===== config.mk =====
export PLATFORM = sky130hd
export DESIGN_NAME = lcd_scan_timing
export DESIGN_NICKNAME = d
export VERILOG_FILES = /design/src/rtl/lcd_pkg.sv /design/src/rtl/lcd_slot_timer.sv /design/src/rtl/lcd_scan_timing.sv
export SDC_FILE = /design/constraint.sdc
export NUM_CORES = 1
export LEC_CHECK = 0
export BUFFER_PORTS_ARGS = -buffer_cell sky130_fd_sc_hd__buf_2
export CAP_MARGIN = 30
export CORE_UTILIZATION = 55
export CTS_CLUSTER_DIAMETER = 150
export DETAILED_ROUTE_END_ITERATION = 10
export PLACE_DENSITY = 0.77
export SETUP_SLACK_MARGIN = 0.4
export SYNTH_ARGS = -nofsm -noshare
export SYNTH_HDL_FRONTEND = slang
export SYNTH_SLANG_ARGS = --single-unit
export TNS_END_PERCENT = 30

===== constraint.sdc =====
create_clock -name I_CLK_SYS -period 16.55 [get_ports I_CLK_SYS]
set_input_delay 1.655 -clock I_CLK_SYS [delete_from_list [all_inputs] [get_ports I_CLK_SYS]]
set_output_delay 1.655 -clock I_CLK_SYS [all_outputs]
set_load 0.01 [all_outputs]

===== src/rtl/lcd_pkg.sv =====
/*
 package for the lcd scan timing block: drive modes, geometry, divider and reset constants.
 assumes a 200 MHz system clock and a command decoder that sets mode and pointer.
*/
// Functional notes
// RQ1 - frame is active clock divided by 2880 normally, 480 in power saving
// RQ2 - internal clock: power mode fixes frame rate; external clock rate sets it
// RQ3 - strap low: internal oscillator runs and is driven out on clock pin
// RQ4 - strap high: oscillator stopped, clock pin is an external clock input
// RQ5 - system keeps device clock above 125 kHz for full serial rate
// RQ6 - system never stops the clock, else outputs freeze at DC
// RQ7 - byte arriving while previous is stored holds serial clock low, nothing lost
// RQ8 - shared sync signal keeps cascaded drivers frame aligned
// RQ9 - shift register loads next row from RAM while current row shows
// RQ10 - display register stays steady while its row is being output
// RQ11 - forty segment outputs follow display register with backplane timing
// RQ12 - four backplanes; four-way mode gives each its own signal
// RQ13 - three-way mode: fourth backplane copies second
// RQ14 - two-way mode: first equals third, second equals fourth
// RQ15 - static mode: all four backplanes identical
// RQ16 - display memory is forty 4-bit columns, one bit per element
// RQ17 - stored 1 turns element on, stored 0 turns it off
// RQ18 - rows 0-3 map to backplanes 0-3, columns 0-39 to segments
// RQ19 - display bytes are stored on arrival, no acknowledge wait
// RQ20 - bits stored one to four per column by multiplex mode
// RQ21 - three-backplane panel uses three-way, four-backplane uses four-way
// RQ22 - reset gives four-way mode, blink off, cleared data pointer
// RQ23 - slots run ascending, equal length, each selecting its RAM row
package lcd_pkg;
   typedef enum logic [1:0] {LCD_STATIC, LCD_MUX2, LCD_MUX3, LCD_MUX4} lcd_mode_e;
   localparam int NUM_COLS = 40;
   localparam int NUM_ROWS = 4;
   localparam logic [5:0] LAST_COL = 6'h27;
   localparam int DIV_NORMAL = 2880;
   localparam int DIV_SAVE = 480;
   localparam int SYS_CLK_KHZ = 200000;
   localparam int OSC_FREQ_KHZ = 200;
   localparam int OSC_HALF_CYC = SYS_CLK_KHZ / (2 * OSC_FREQ_KHZ);
   localparam logic [9:0] OSC_HALF_LAST = 10'(OSC_HALF_CYC - 1);
   localparam lcd_mode_e MODE_RESET = LCD_MUX4;
   localparam logic SAVE_RESET = 1'b0;
   localparam logic [5:0] PTR_RESET = 6'h00;
   localparam logic [3:0] BYTE_BITS = 4'h8;

   // ticks per backplane slot; frame = slots times this
   function automatic logic [11:0] slot_len(input logic save, input lcd_mode_e mode);
      int div;
      div = save ? DIV_SAVE : DIV_NORMAL;
      unique case (mode)
         LCD_STATIC: slot_len = 12'(div);
         LCD_MUX2: slot_len = 12'(div / 2);
         LCD_MUX3: slot_len = 12'(div / 3);
         LCD_MUX4: slot_len = 12'(div / 4);
      endcase
   endfunction : slot_len
endpackage : lcd_pkg


===== src/rtl/lcd_slot_timer.sv =====
/*
 slot and frame counter: counts clock ticks into equal backplane slots.
 assumes i_tick is a one-cycle pulse per active lcd clock period.
*/
`timescale 1ns/1ps
module lcd_slot_timer (
   input wire logic i_clk,
   input wire logic i_rst,
   input wire logic i_ce,
   input wire logic i_tick,
   input wire logic i_restart,
   input wire logic [11:0] i_slot_len,
   input wire logic [1:0] i_last_slot,
   output logic [1:0] o_slot,
   output logic o_slot_end,
   output logic o_frame_end
);
   logic [11:0] cnt_reg;
   logic [11:0] cnt_next;
   logic [1:0] slot_reg;
   logic [1:0] slot_next;

   always_comb begin
      o_slot = slot_reg;
      o_slot_end = i_tick && (cnt_reg >= 12'(i_slot_len - 12'h001)); // RQ23
      o_frame_end = o_slot_end && (slot_reg >= i_last_slot);
      cnt_next = cnt_reg;
      slot_next = slot_reg;
      if (i_restart) begin
         cnt_next = 12'h000; // RQ8
         slot_next = 2'h0;
      end else if (o_slot_end) begin
         cnt_next = 12'h000;
         slot_next = o_frame_end ? 2'h0 : 2'(slot_reg + 2'h1); // RQ23
      end else if (i_tick) begin
         cnt_next = 12'(cnt_reg + 12'h001);
      end
   end

   always_ff @(posedge i_clk or posedge i_rst) begin
      if (i_rst) begin
         cnt_reg <= 12'h000;
         slot_reg <= 2'h0;
      end else if (i_ce) begin
         cnt_reg <= cnt_next;
         slot_reg <= slot_next;
      end
   end
endmodule : lcd_slot_timer


===== src/rtl/lcd_scan_timing.sv =====
/*
 lcd scan timing: clock source select, frame divider, display RAM store engine with
 serial clock hold, shift and display registers, backplane and segment outputs.
 assumes command decoder pulses for mode set, pointer load and received display bytes;
 all inputs synchronous to I_CLK_SYS.
*/
`timescale 1ns/1ps
module lcd_scan_timing (
   input wire logic I_CLK_SYS,
   input wire logic I_RST,
   input wire logic I_CE,
   input wire logic I_OSC_SEL,
   input wire logic I_CLK_PIN_IN,
   output logic O_CLK_PIN_OUT,
   output logic O_CLK_PIN_OE_N,
   input wire logic I_SYNC_IN,
   output logic O_SYNC_OUT,
   output logic O_SYNC_OE_N,
   input wire logic I_MODE_SET,
   input wire lcd_pkg::lcd_mode_e I_MODE,
   input wire logic I_POWER_SAVE,
   input wire logic I_PTR_LOAD,
   input wire logic [5:0] I_PTR_VAL,
   input wire logic I_BYTE_VALID,
   input wire logic [7:0] I_BYTE_DATA,
   output logic O_SCL_HOLD,
   output logic O_BACKPLANE_OUT_0,
   output logic O_BACKPLANE_OUT_1,
   output logic O_BACKPLANE_OUT_2,
   output logic O_BACKPLANE_OUT_3,
   output logic [39:0] O_SEGMENT_OUT
);
   import lcd_pkg::*;

   typedef enum logic {ST_IDLE, ST_STORE} lcd_store_e;

   // clock source group
   logic strap_reg, strap_next, strap_done_reg, strap_done_next;
   logic [9:0] osc_cnt_reg, osc_cnt_next;
   logic osc_reg, osc_next, ext_prev_reg, ext_prev_next, clk_oe_n_reg, clk_oe_n_next;
   logic tick;
   // mode group
   lcd_mode_e mode_reg, mode_next;
   logic save_reg, save_next;
   // store group
   lcd_store_e st_reg, st_next;
   logic [7:0] act_reg, act_next, pend_reg, pend_next, shifted;
   logic [3:0] bit_reg, bit_next, nbits;
   logic [5:0] ptr_reg, ptr_next;
   logic pend_full_reg, pend_full_next, hold_reg, hold_next;
   logic wr_en;
   logic [3:0] wr_mask, wr_bits;
   logic [3:0] mem [0:NUM_COLS-1];
   // scan group
   logic [39:0] sh_reg, sh_next, disp_reg, disp_next, seg_reg, seg_next;
   logic [5:0] sh_cnt_reg, sh_cnt_next;
   logic sh_busy_reg, sh_busy_next, inv_reg, inv_next;
   logic [1:0] sh_row_reg, sh_row_next, slot, next_slot;
   logic [3:0] bp_reg, bp_next;
   logic sync_oe_n_reg, sync_oe_n_next, sync_prev_reg, sync_prev_next, restart;
   logic slot_end, frame_end;

   // clock source: strap caught after reset release, then held
   always_comb begin
      strap_next = strap_reg;
      strap_done_next = 1'b1;
      if (!strap_done_reg) begin
         strap_next = I_OSC_SEL;
      end
      osc_cnt_next = osc_cnt_reg;
      osc_next = osc_reg;
      if (strap_done_reg && !strap_reg) begin // RQ3
         osc_cnt_next = (osc_cnt_reg == OSC_HALF_LAST) ? 10'h000 : 10'(osc_cnt_reg + 10'h001);
         if (osc_cnt_reg == OSC_HALF_LAST) begin
            osc_next = ~osc_reg;
         end
      end
      ext_prev_next = I_CLK_PIN_IN;
      clk_oe_n_next = !strap_done_reg || strap_reg; // RQ3 RQ4
      if (!strap_done_reg) begin
         tick = 1'b0;
      end else if (strap_reg) begin
         tick = I_CLK_PIN_IN && !ext_prev_reg; // RQ4 RQ2
      end else begin
         tick = (osc_cnt_reg == OSC_HALF_LAST) && !osc_reg; // RQ2
      end
   end

   always_ff @(posedge I_CLK_SYS or posedge I_RST) begin
      if (I_RST) begin
         strap_reg <= 1'b0;
         strap_done_reg <= 1'b0;
         osc_cnt_reg <= 10'h000;
         osc_reg <= 1'b0;
         ext_prev_reg <= 1'b0;
         clk_oe_n_reg <= 1'b1;
      end else if (I_CE) begin
         strap_reg <= strap_next;
         strap_done_reg <= strap_done_next;
         osc_cnt_reg <= osc_cnt_next;
         osc_reg <= osc_next;
         ext_prev_reg <= ext_prev_next;
         clk_oe_n_reg <= clk_oe_n_next;
      end
   end

   // mode set command; reset is four-way, normal power
   always_comb begin
      mode_next = I_MODE_SET ? I_MODE : mode_reg; // RQ21
      save_next = I_MODE_SET ? I_POWER_SAVE : save_reg;
   end

   always_ff @(posedge I_CLK_SYS or posedge I_RST) begin
      if (I_RST) begin
         mode_reg <= MODE_RESET; // RQ22
         save_reg <= SAVE_RESET;
      end else if (I_CE) begin
         mode_reg <= mode_next;
         save_reg <= save_next;
      end
   end

   // store engine: one column per cycle, n bits per column, msb first
   always_comb begin
      st_next = st_reg;
      act_next = act_reg;
      bit_next = bit_reg;
      ptr_next = ptr_reg;
      pend_next = pend_reg;
      pend_full_next = pend_full_reg;
      wr_en = 1'b0;
      wr_mask = 4'h0;
      wr_bits = 4'h0;
      nbits = 4'({2'b00, mode_reg} + 4'h1);
      shifted = 8'(act_reg << bit_reg);
      if (st_reg == ST_STORE) begin
         wr_en = 1'b1; // RQ19
         for (int r = 0; r < NUM_ROWS; r++) begin
            if (r < int'(nbits) && int'(bit_reg) + r < 8) begin // RQ20
               wr_mask[r] = 1'b1;
               wr_bits[r] = shifted[7-r];
            end
         end
         ptr_next = (ptr_reg == LAST_COL) ? PTR_RESET : 6'(ptr_reg + 6'h01);
         if (4'(bit_reg + nbits) >= BYTE_BITS) begin
            bit_next = 4'h0;
            if (pend_full_reg) begin
               act_next = pend_reg; // RQ7
               pend_full_next = 1'b0;
            end else begin
               st_next = ST_IDLE;
            end
         end else begin
            bit_next = 4'(bit_reg + nbits);
         end
      end else if (I_PTR_LOAD) begin
         ptr_next = I_PTR_VAL;
      end
      if (I_BYTE_VALID) begin
         if (st_next == ST_IDLE) begin
            act_next = I_BYTE_DATA; // RQ19
            bit_next = 4'h0;
            st_next = ST_STORE;
         end else if (!pend_full_next) begin
            pend_next = I_BYTE_DATA; // RQ7
            pend_full_next = 1'b1;
         end
      end
      hold_next = pend_full_next; // RQ7
   end

   always_ff @(posedge I_CLK_SYS or posedge I_RST) begin
      if (I_RST) begin
         st_reg <= ST_IDLE;
         act_reg <= 8'h00;
         bit_reg <= 4'h0;
         ptr_reg <= PTR_RESET; // RQ22
         pend_reg <= 8'h00;
         pend_full_reg <= 1'b0;
         hold_reg <= 1'b0;
      end else if (I_CE) begin
         st_reg <= st_next;
         act_reg <= act_next;
         bit_reg <= bit_next;
         ptr_reg <= ptr_next;
         pend_reg <= pend_next;
         pend_full_reg <= pend_full_next;
         hold_reg <= hold_next;
      end
   end

   always_ff @(posedge I_CLK_SYS or posedge I_RST) begin
      if (I_RST) begin
         for (int c = 0; c < NUM_COLS; c++) begin
            mem[c] <= 4'h0; // RQ16
         end
      end else if (I_CE && wr_en) begin
         for (int r = 0; r < NUM_ROWS; r++) begin
            if (wr_mask[r]) begin
               mem[ptr_reg][r] <= wr_bits[r];
            end
         end
      end
   end

   lcd_slot_timer u_timer (
      .i_clk(I_CLK_SYS),
      .i_rst(I_RST),
      .i_ce(I_CE),
      .i_tick(tick),
      .i_restart(restart),
      .i_slot_len(slot_len(save_reg, mode_reg)), // RQ1
      .i_last_slot(2'(mode_reg)),
      .o_slot(slot),
      .o_slot_end(slot_end),
      .o_frame_end(frame_end)
   );

   // scan: shift next row while current shows, swap at slot end
   always_comb begin
      restart = !I_SYNC_IN && sync_prev_reg && sync_oe_n_reg; // RQ8
      next_slot = frame_end ? 2'h0 : 2'(slot + 2'h1);
      sh_next = sh_reg;
      sh_cnt_next = sh_cnt_reg;
      sh_busy_next = sh_busy_reg;
      sh_row_next = sh_row_reg;
      disp_next = disp_reg;
      inv_next = inv_reg;
      if (sh_busy_reg) begin
         sh_next = {mem[sh_cnt_reg][sh_row_reg], sh_reg[39:1]}; // RQ9 RQ18
         sh_cnt_next = 6'(sh_cnt_reg + 6'h01);
         sh_busy_next = (sh_cnt_reg != LAST_COL);
      end
      if (slot_end) begin
         disp_next = sh_reg; // RQ10
         sh_row_next = (next_slot == 2'(mode_reg)) ? 2'h0 : 2'(next_slot + 2'h1);
         sh_cnt_next = 6'h00;
         sh_busy_next = 1'b1;
         inv_next = frame_end ? ~inv_reg : inv_reg;
      end
      for (int k = 0; k < NUM_ROWS; k++) begin
         unique case (mode_reg)
            LCD_STATIC: bp_next[k] = (slot == 2'h0) ^ inv_reg; // RQ15
            LCD_MUX2: bp_next[k] = (slot == {1'b0, 1'(k)}) ^ inv_reg; // RQ14
            LCD_MUX3: bp_next[k] = (slot == ((k == 3) ? 2'h1 : 2'(k))) ^ inv_reg; // RQ13
            LCD_MUX4: bp_next[k] = (slot == 2'(k)) ^ inv_reg; // RQ12
         endcase
      end
      seg_next = disp_reg ^ {40{inv_reg}}; // RQ11 RQ17
      sync_oe_n_next = !frame_end; // RQ8
      sync_prev_next = I_SYNC_IN;
   end

   always_ff @(posedge I_CLK_SYS or posedge I_RST) begin
      if (I_RST) begin
         sh_reg <= 40'h00_0000_0000;
         sh_cnt_reg <= 6'h00;
         sh_busy_reg <= 1'b1;
         sh_row_reg <= 2'h0;
         disp_reg <= 40'h00_0000_0000;
         inv_reg <= 1'b0;
         bp_reg <= 4'h0;
         seg_reg <= 40'h00_0000_0000;
         sync_oe_n_reg <= 1'b1;
         sync_prev_reg <= 1'b1;
      end else if (I_CE) begin
         sh_reg <= sh_next;
         sh_cnt_reg <= sh_cnt_next;
         sh_busy_reg <= sh_busy_next;
         sh_row_reg <= sh_row_next;
         disp_reg <= disp_next;
         inv_reg <= inv_next;
         bp_reg <= bp_next;
         seg_reg <= seg_next;
         sync_oe_n_reg <= sync_oe_n_next;
         sync_prev_reg <= sync_prev_next;
      end
   end

   always_comb begin
      O_CLK_PIN_OUT = osc_reg;
      O_CLK_PIN_OE_N = clk_oe_n_reg;
      O_SYNC_OUT = 1'b0 & sync_prev_reg;
      O_SYNC_OE_N = sync_oe_n_reg;
      O_SCL_HOLD = hold_reg;
      O_BACKPLANE_OUT_0 = bp_reg[0];
      O_BACKPLANE_OUT_1 = bp_reg[1];
      O_BACKPLANE_OUT_2 = bp_reg[2];
      O_BACKPLANE_OUT_3 = bp_reg[3];
      O_SEGMENT_OUT = seg_reg;
   end
endmodule : lcd_scan_timing


# After elaboration in Yosys (flattened, before gate mapping)
# Cells that the tools add are included.
# W data, S select, Z words.
# word_totals
regBits	356
inputBits	26
elab_cells	239
# op_classes
n_addsub	14
div	1
order_cmp	15
eq_ne	10
n_shift	1
n_mux	75
n_bitwise	13
reduce_logical	44
# ops
operator	n
$mux W160	7
$bwmux W160	4
$demux W4 S6	4
$mux W12	4
$pmux W12 S4	1
$mux W8	5
$xor A40 B40 Y40	1
$mux W4	9
$div A32 B3 Y32 const B	1
$mux W6	5
$add A12 B1 Y12	2
$bmux W4 S6	1
$mux W1	24
$reduce_and A2 Y1	9
$lt A5 B4 Y1 const B	3
$ge A7 B7 Y1 const B	2
$not A6 Y7	2
$logic_and A1 B1 Y1	13
$add A12 B1 Y12 const B	1
$add A6 B1 Y6 const B	2
$ge A12 B12 Y1	1
$sub A12 B1 Y12 const B	1
$add A10 B1 Y10 const B	1
$add A4 B2 Y5 const B	2
other kinds (37)	68

# Depth between registers and ports, before layout
# Gate-level depths: netlist (run 1).
# logic_depth
ltp_word	16
ltp_mapped	18
ltp_nobuf	15

# Modules after synthesis
# A second synthesis (run 1) with hierarchy kept.
# hier_totals
hier_cells	1638
area_unflattened_um2	17250.3
# modules_own_cells
mod	n_inst	cells_each	area_each_um2
lcd_scan_timing	1	1501	16046.6
lcd_slot_timer	1	137	1203.7

# Least setup slack after synthesis (run 1)
# OpenSTA, ideal clock, no wires.
# synth_path
kind	reg-to-reg
start	reg mode_reg[0]
end	reg disp_reg[1]
setup_ps	127
arrival_time_ps	3803
slack_ps	12620
path_stages_with_launch	18
path_buffers	4
path_cell_list	dfstp_2 -> inv_1 -> ha_1 -> clkbuf_1 -> clkbuf_1 -> or2_2 -> ha_1 -> and3_1 -> a21oi_1 -> o22ai_1 -> ha_1 -> nand3_1 -> o21a_1 -> o21a_2 -> nor3b_4 -> buf_6 -> buf_6 -> mux2_1
# synth_via
elab_chain_len	6
elab_cells_between_ends	9
classes_between	add/sub (1); order compare (1); eq/ne (3); mux (1); reduce/logical (3)
# synth_lines
element	line_no	rtl
from (decl)	lcd_scan_timing.sv:43	lcd_mode_e mode_reg, mode_next;
from (signal assigned)	lcd_scan_timing.sv:118	mode_reg <= mode_next;
$eq A2 B2 Y1, or another cell as far along	lcd_pkg.sv:49	unique case (mode)
$pmux W12 S4 (*)	lcd_pkg.sv:49	
$sub A12 B1 Y12 (*)	lcd_slot_timer.sv:25	o_slot_end = i_tick && (cnt_reg >= 12'(i_slot_len - 12'h001));
$ge A12 B12 Y1 (*)	lcd_slot_timer.sv:25	
$logic_and A1 B1 Y1 (*)	lcd_slot_timer.sv:25	
$reduce_and A2 Y1 (no source line) (*)	--	
to (signal assigned)	lcd_scan_timing.sv:271	disp_reg <= disp_next;
to (decl)	lcd_scan_timing.sv:55	logic [39:0] sh_reg, sh_next, disp_reg, disp_next, seg_reg, seg_next;
# Every way passes the cells marked *; elsewhere a longest branch is shown, timed or not.
# A chain may end at the register's enable or synchronous reset.

# Worst setup path after layout (run 1)
# layout_path
start	reg mode_reg[0]
end	reg disp_reg[3]
# The elaborated chain is that of the path after synthesis.

==> results of run 1 <==
[critical path: cells and delay by family (launching register included)]
kind                       cells  cell delay [ns]
and+or+nand+nor                5             1.06
adders and majority gates      3             0.78
buffers and inverters          2             0.71
AOI/OAI and AO/OA              4             0.68
DFF                            1             0.64
muxes                          1             0.42
[cells by family (layout without fill, tap and decap cells)]
group	after synthesis	after routing
adder cells (fa/ha/maj)	31	31
XOR/XNOR	66	66
flip-flops	356	356
AND/OR/NAND/NOR	316	316
AO/OA/AOI/OAI	478	478
other	1	1
multiplexers	161	161
buffers and inverters	136	194
[layout by cell type (no fill, tap or decap), drive strengths merged, types with 3 or more instances in the layout]
master  Yosys  layout
o31ai      98      98
a221oi      3       3
and4        3       3
nor2      131     131
nand2      87      87
and3b       4       4
and3        7       7
a31oi       6       6
ha         30      30
mux4       39      39
buf        34      96
xor2       18      18
a211oi      3       3
clkbuf     74      63
o21a        5       5
o21ai     214     214
a21oi     100     100
nor2b       5       5
or3         3       3
a21o        9       9
xnor2      48      48
mux2      100     100
nor3       16      16
dfrtp     350     350
dfstp       6       6
nand4      10      10
o22ai      15      15
clkinv      0       3
o211ai      5       5
nand2b      3       3
nor3b       9       9
nand3      17      17
mux2i      22      22
nand3b      7       7
or2         4       4
inv        28      31
[final cells by class]
type	instances	area [um2]	area share [%]
flip-flops and latches	356	8919	47.02
multi-input cells	1053	7574	39.93
clock buffers	63	1176	6.201
repair buffers	96	608.1	3.206
well taps	396	495.5	2.612
inverters	28	112.6	0.5937
clock inverters	7	82.58	0.4354
[metal layers]
metal,share of wire [%],vias up
met5,0,-
met4,2.1,0
met3,5.8,62
met2,48,340
met1,44,6037
li1,-,5686
[through the flow]
stage                     hold WS (ns)  worst slack [ns]  instances  cell area, um2
after floorplan                 0.4342             5.028       1545           17080
after global placement          0.4580             12.30       1923           17600
after global routing            0.4787             11.83       1999           18970
after CTS                       0.4747             12.16       1998           18950
final                           0.4706             12.08       1999           18970
after detailed placement        0.4642             12.20       1928           17690
[synthesized netlist by cell type (5+ instances only)]
master / instances
o211ai_1: 5
nor3b_1: 8
nand3b_1: 7
nor2b_1: 5
nor3_1: 15
o21ai_0: 210
o22ai_1: 15
nand3_1: 17
a21o_1: 9
buf_2: 6
and3_1: 7
o31ai_1: 98
nor2_1: 131
mux2i_1: 22
buf_6: 6
mux4_2: 30
buf_4: 7
nand2_1: 87
mux2_2: 98
mux4_1: 5
a21oi_1: 100
inv_1: 28
buf_1: 13
clkbuf_1: 73
dfrtp_1: 350
xor2_1: 18
dfstp_2: 6
xnor2_1: 48
nand4_1: 9
ha_1: 30
a31oi_1: 6
[power breakdown]
group / internal [mW] / total (mW) / switching [mW]
logic: 0.234 / 0.659 / 0.425
clock network: 0.504 / 0.844 / 0.341
registers: 1.03 / 1.15 / 0.117
[worst max path at each step]
stage                                to  depth (start not counted)        start  slack, ns
after detailed placement   disp_reg[35]                         14  mode_reg[0]      12.20
after global routing       disp_reg[28]                         15  mode_reg[0]      11.83
after global placement     disp_reg[15]                         15  mode_reg[0]      12.30
after CTS                  disp_reg[35]                         14  mode_reg[0]      12.16
after floorplan           O_CLK_PIN_OUT                          1        I_RST       5.03
final                       disp_reg[3]                         15  mode_reg[0]      12.08
==> out/metrics.yaml, run 1 <==
r2r_cells: 15
finalSetupViolations: 0
syn_avg_cell_area_um2: 11.05
nNetsFinal: 1630
layout-drive-gt1-share_pct: 19.53
synthXorXnorAreaFrac_pct: 3.385
crit_path_frequent_cell: "ha_1"
dp_hpwl_um: 23480
areaGrowthSynthToFinish_pct: 11.05
diodes: 0
min_from: "osc_cnt_reg[9]"
path_class: "reg2reg"
finalWirelength_um: 37460
fp.dieArea_um2: 31760
drtIter0Drc: 1176
core_um2: 30590
grt_overflow: 0
post-cts-setup-buffers: 0
synth_area_leaders: "dfrtp_1 (51%), mux2_2 (6.5%), o21ai_0 (6.2%)"
r2r_start: "mode_reg[0]"
use_met3_pct: 4.561
max-cap-violations: 0
cts_max_level: 2
crit_chain: "inv_1 -> ha_1 -> or2_2 -> ha_1 -> and3_1 -> nor3_1 -> a21oi_1 -> o22ai_1 -> ha_1 -> nand3_1 -> o21a_1 -> o21a_2 -> nor3b_4 -> buf_4 -> mux2_2"
cp_slowest_cell: "dfstp_2"
antenna_found_initial: 0
cts_buffers: 38
syn-num-nets: 1602
whs_endpoint: "osc_cnt_reg[9]"
synth_compound_area_share_pct: 16.52
p_leak_nw: 8.434
synth_edf_count: 0
synth_top_family_by_area: "compound AO/OA/AOI/OAI gates"
post-route-period-util_pct: 27.04
yosysWarnings: 0
crit_arrival_ns: 4.87
initial_core_util_pct: 55.83
top_register: "mem"
antenna_left: 0
required_ns: 16.95
grtUsageMet1_pct: 33.18
grt_util_all_layers_pct: 24.45
postLayoutCoreUtil_pct: 62.01
synth-simple-area-share_pct: 8.755
startpoint_type: "register"
min_path_type: "reg2reg"
rsz0062_at_grt: "no"
cp_max_fo: 49
reg2reg_to: "disp_reg[3]"
cts-hold-fix-buffers: 0
max_slew.worst_pin.slew_ns: 1.083
drt-vias-per-instance: 6.066
yosys.cell_types.count: 76
path_clk_slew_ns: 0.06
synth_fa_ha_area_share_pct: 2.315
nFillCells: 2398
root_buffer: "clkbuf_16"
wire_per_inst_um: 18.74
ys.flop_type: "dfrtp_1"
cts-resized-gates: 0
cp-end-kind: "register"
async_flop_share_pct: 100.0
grt_first_pass_wirelength_um: 62170
drv_slew: 0
max_freq_mhz: 223.5
hold_viol: 0
insertion_delay_ns: 0.53
num_rows: 64
grt_max_degree: 127
grt_pass1_vias: 11898
largest_register_ffs: 160
r2r_setup_slack_ns: 12.08
synth_top_area_cell: "dfrtp_1"
syn_inst: 1545
pwr_density_cell_nw_per_um2: 139.7
gp_congestion: 0.9156
seq_area_frac_synth_pct: 52.21
totalPowerFinal_mw: 2.650
status: "completed"
io_pins: 75
portBuffers: 73
max_stage_delay_ns: 0.64
vdd_drop_max_uv: 110.8
ys_seq_elements: 356
use_met2_pct: 40.13
synth.top_cell.area_share_pct: 51.28
skew_ns: 0.02472
grt-busiest-layer: "met2"
holdPathStages: 1
synth_area_um2: 17080
die_h_um: 178.2
drtPass1Iterations: 8
clockBufferDepth: 3
fin_crit_ns: 4.475
drc: 0
slew_headroom_pct: 27.61
vias: 12125
tns_ns: 0
clkSinkCount: 356
synthMuxAreaShare_pct: 13.19
cts_tree: "yes"
die_x_um: 178.2
Note: power is estimated with default switching activity, not from simulation.
==> run 2, diff against run 1 <==
- PLACE_DENSITY: 0.77 -> 0.8
- clock period: 16.55 -> 3.7 ns (I/O delays scaled with it)
==> out/metrics.yaml, run 2 (synthesis results as in run 1) <==
status: "completed"
pwr_density_cell_nw_per_um2: 612.7
wire_per_inst_um: 20.27
rsz0062_at_grt: "yes"
max_slew.worst_pin.slew_ns: 1.015
cts_tree: "yes"
fp.dieArea_um2: 31760
multiInputGateArea_um2: 7760
max_freq_mhz: 272.5
top_register: "mem"
postLayoutCoreUtil_pct: 64.28
io_pins: 75
grt_max_degree: 91
grt_overflow: 0
antenna_found_initial: 0
core_um2: 30590
areaGrowthSynthToFinish_pct: 15.13
layout-drive-gt1-share_pct: 22.27
skew_ns: 0.02121
root_buffer: "clkbuf_16"
dp_hpwl_um: 24130
portBuffers: 73
crit_arrival_ns: 4.06
clkSinkCount: 356
nFillCells: 2196
vias: 12681
drc: 0
path_class: "reg2reg"
required_ns: 4.09
startpoint_type: "register"
final_cells: 2035
min_from: "I_OSC_SEL"
gp_congestion: 0.8566
initial_core_util_pct: 55.83
dp.cells: 1941
min_path_type: "in2reg"
die_x_um: 178.2
largest_register_ffs: 160
insertion_delay_ns: 0.53
hold_viol: 0
cts_max_level: 2
finalWirelength_um: 41260
seq_area_um2: 8919
fin_ws_ns: 0.03083
drtIter0Drc: 1227
cp-startpoint: "mode_reg[1]"
pre_cts_ws_ns: -0.02092
grt_pass1_vias: 12540
fin_crit_ns: 3.669
max-cap-violations: 0
layout_common_cells: "dfrtp_1 (348), o21ai_0 (210), nor2_1 (130), o31ai_1 (98), a21oi_1 (97)"
grt_first_pass_wirelength_um: 66400
slew_headroom_pct: 32.21
path_clk_slew_ns: 0.06
r2r_start: "mode_reg[1]"
layout_commonest_cell: "dfrtp_1"
drv_slew: 0
drt-vias-per-instance: 6.231
antenna_left: 0
grt_util_all_layers_pct: 26.44
vdd_drop_max_uv: 434.6
drtPass1Iterations: 6
clockBufferDepth: 3
finalSetupViolations: 0
diodes: 0
cp_max_fo: 7
p_leak_nw: 8.695
num_rows: 64
die_h_um: 178.2
nNetsFinal: 1667
cts_buffers: 38
cp-end-kind: "register"
post-route-period-util_pct: 99.17
==> run 2: stage by stage <==
| stage | area (um2) | hold WS (ns) | power (mW) | setup TNS [ns] |
|---|---|---|---|---|
| CTS | 19580 | 0.05939 | 11.97 | 0 |
| global route | 19660 | 0.07025 | 12.62 | -1.445 |
| floorplan | 17080 | 0.4342 | 7.135 | -509.57 |
| global placement | 17790 | 0.4655 | 7.869 | 0 |
| finish | 19660 | 0.07571 | 12.05 | 0 |
| detailed placement | 17830 | 0.4682 | 8.139 | -0.2132 |
==> run 2: power breakdown <==
part / switching (mW) / internal (mW) / total [mW]
clock: 1.56 / 2.22 / 3.78
sequential: 0.515 / 4.61 / 5.12
combinational: 2.01 / 1.13 / 3.14
==> run 2: final timing paths <==
path	slack, ns	cells after the start	end
min in group asynchronous	0.54	3	pend_reg[6]
hold / removal	0.08	2	strap_reg
setup reg to reg	0.03	17	disp_reg[26]
hold reg to reg	0.47	1	osc_cnt_reg[9]
max in group asynchronous	2.22	4	sync_prev_reg
setup / recovery	0.03	17	disp_reg[26]
==> run 2: worst max-delay path: stages (launching register included) <==
cell and delay [ns]:
dfstp_2 0.57, inv_4 0.07, ha_4 0.18, a21oi_4 0.14
or2_4 0.15, ha_4 0.12, and3_4 0.20, nand2_2 0.07
nor3_1 0.23, a21oi_1 0.09, ha_1 0.34, nand4_1 0.15
o21a_2 0.26, nor3b_4 0.25, buf_6 0.16, buf_12 0.12
buf_12 0.14, mux2_4 0.30
==> run 2: final cells by class <==
cell class	count	share of cell area, %
Clock inverter	9	0.4518
Multi-Input combinational cell	1053	39.47
Inverter	28	0.5663
Clock buffer	60	5.873
Sequential cell	356	45.36
Tap cell	396	2.520
Timing Repair Buffer	133	5.765
==> run 2: per-layer routing <==
| layer | global-route usage [%] | share of wire, % | wire length [um] |
|---|---|---|---|
| met1 | 35.22 | 41 | 17100 |
| met2 | 44.65 | 50 | 20520 |
| met3 | 4.113 | 6.2 | 2565 |
| met4 | 7.945 | 2.6 | 1069 |
| met5 | 0 | 0 | 0 |
==> run 2: repair_timing <==
item / CTS / global route
resized for setup: 51 / 4
gates cloned: 6 / 0
setup buffers: 13 / 4
endpoints found under the setup margin: 62 / 73
hold buffers: 1 / 0
endpoints found under the hold margin: 10 / 0
pin swaps: 14 / 9
==> run 3, diff against run 2 <==
- CORE_ASPECT_RATIO: default -> 1.25
==> out/metrics.yaml, run 3 (synthesis results as in run 1) <==
status: "completed"
drtIter0Drc: 885
skew_ns: 0.01923
hold_ws_ns: 0.06367
root_buffer: "clkbuf_16"
finalSetupViolations: 0
totalPowerFinal_mw: 11.77
wire_per_inst_um: 19.76
layout-drive-gt1-share_pct: 22.19
die_h_um: 199.0
drc: 0
clockBufferDepth: 3
cts_max_level: 2
gp_congestion: 0.8493
grt_util_all_layers_pct: 25.58
p_leak_nw: 8.611
cp_max_fo: 5
grt_first_pass_wirelength_um: 65300
clkSinkCount: 356
rsz0062_at_grt: "yes"
drt-vias-per-instance: 6.136
cts_buffers: 36
layout_commonest_cell: "dfrtp_1"
reg2reg_to: "disp_reg[13]"
grt_overflow: 0
startpoint_type: "register"
vdd_drop_max_uv: 419.0
areaGrowthSynthToFinish_pct: 14.01
layout_common_cells: "dfrtp_1 (348), o21ai_0 (208), nor2_1 (131), o31ai_1 (98), mux2_2 (96)"
insertion_delay_ns: 0.54
pre_cts_ws_ns: 0.05379
top_register: "mem"
cts_tree: "yes"
path_class: "reg2reg"
final_cells: 2028
drtPass1Iterations: 5
fin_crit_ns: 3.630
largest_register_ffs: 160
min_path_type: "in2reg"
initial_core_util_pct: 56.38
pwr_density_cell_nw_per_um2: 604.3
antenna_found_initial: 0
post-route-period-util_pct: 98.11
whs_endpoint: "act_reg[2]"
postLayoutCoreUtil_pct: 64.28
max_freq_mhz: 275.5
diodes: 0
num_rows: 71
finalWirelength_um: 40070
dp_hpwl_um: 24900
vias: 12443
antenna_left: 0
grt_pass1_vias: 12746
hold_viol: 0
required_ns: 4.12
r2r_start: "mode_reg[1]"
holdPathStages: 3
portBuffers: 73
die_x_um: 159.6
fin_ws_ns: 0.07003
grt_max_degree: 82
io_pins: 75
crit_arrival_ns: 4.05
r2r_cells: 18
max-cap-violations: 0
max_slew.worst_pin.slew_ns: 1.071
dp.cells: 1952
core_um2: 30290
min_from: "I_BYTE_DATA[2]"
cp-end-kind: "register"
path_clk_slew_ns: 0.07
r2r_setup_slack_ns: 0.07
drv_slew: 0
fp.dieArea_um2: 31770
slew_headroom_pct: 28.44
nNetsFinal: 1661
==> run 3: cell count changes in the layout (fill, tap and decap cells not counted), moves of 5 or more <==
cell      delta
a21oi_1      -8
clkbuf_8     -7
a21oi_2      +9
mux2_2      +20
buf_4        -5
mux2_4      -20
==> run 3: worst max-delay path: stages, from the launching register on <==
cell       delay [ns]
dfstp_2          0.55
inv_2            0.07
ha_2             0.18
a21oi_2          0.13
or2_4            0.12
ha_2             0.15
and3_4           0.23
nand2_1          0.10
o22a_1           0.27
ha_4             0.28
a21o_1           0.10
a21o_1           0.13
a21oi_2          0.06
o21a_2           0.14
nor3b_4          0.26
buf_6            0.18
buf_12           0.12
clkbuf_16        0.14
mux2_2           0.33
==> run 3: final cells by class <==
type                       count  area, um2
fill                        2226      10820
timing repair buffer         129       1117
multi-input combinational   1053       7679
clock buffer                  48      997.2
sequential                   356       8919
clock inverter                13      150.1
tap                          401      501.7
inverter                      28      108.9
==> run 3: how the worst max path moves through the flow <==
| stage | from | endpoint | slack [ns] |
|---|---|---|---|
| 2_1_floorplan | I_RST | O_CLK_PIN_OUT | -1.44 |
| 3_3_place_gp | mode_reg[1] | disp_reg[23] | 0.14 |
| 3_5_place_dp | mode_reg[1] | disp_reg[18] | 0.05 |
| 4_1_cts | mode_reg[0] | disp_reg[36] | 0.17 |
| 5_1_grt | mode_reg[0] | disp_reg[13] | -0.05 |
| 6_report | mode_reg[1] | disp_reg[13] | 0.07 |
==> run 3: power breakdown <==
part	internal, mW	switching, mW
clock network	2.11	1.52
logic	1.10	1.91
registers	4.61	0.523
==> run 3: per-stage QoR <==
stage               cell area, um2  TNS [ns]
global route                 19470   -0.8648
floorplan                    17080   -509.57
global placement             17860         0
detailed placement           17920         0
CTS                          19290         0
finish                       19470         0
==> run 3: what timing repair did <==
item / in CTS / in global routing
hold buffers: 1 / 0
setup endpoints to repair: 61 / 71
buffers inserted: 6 / 1
gates resized for setup: 16 / 22
endpoints found under the hold margin: 30 / 0
pin swaps: 5 / 8
gates cloned: 4 / 3
==> run 3: layer usage <==
metal  GRT usage (%)  routed length (um)
met1           30.88               16010
met3           3.920                1930
met4           10.43                1215
met5               0                   0
met2           45.82               20910
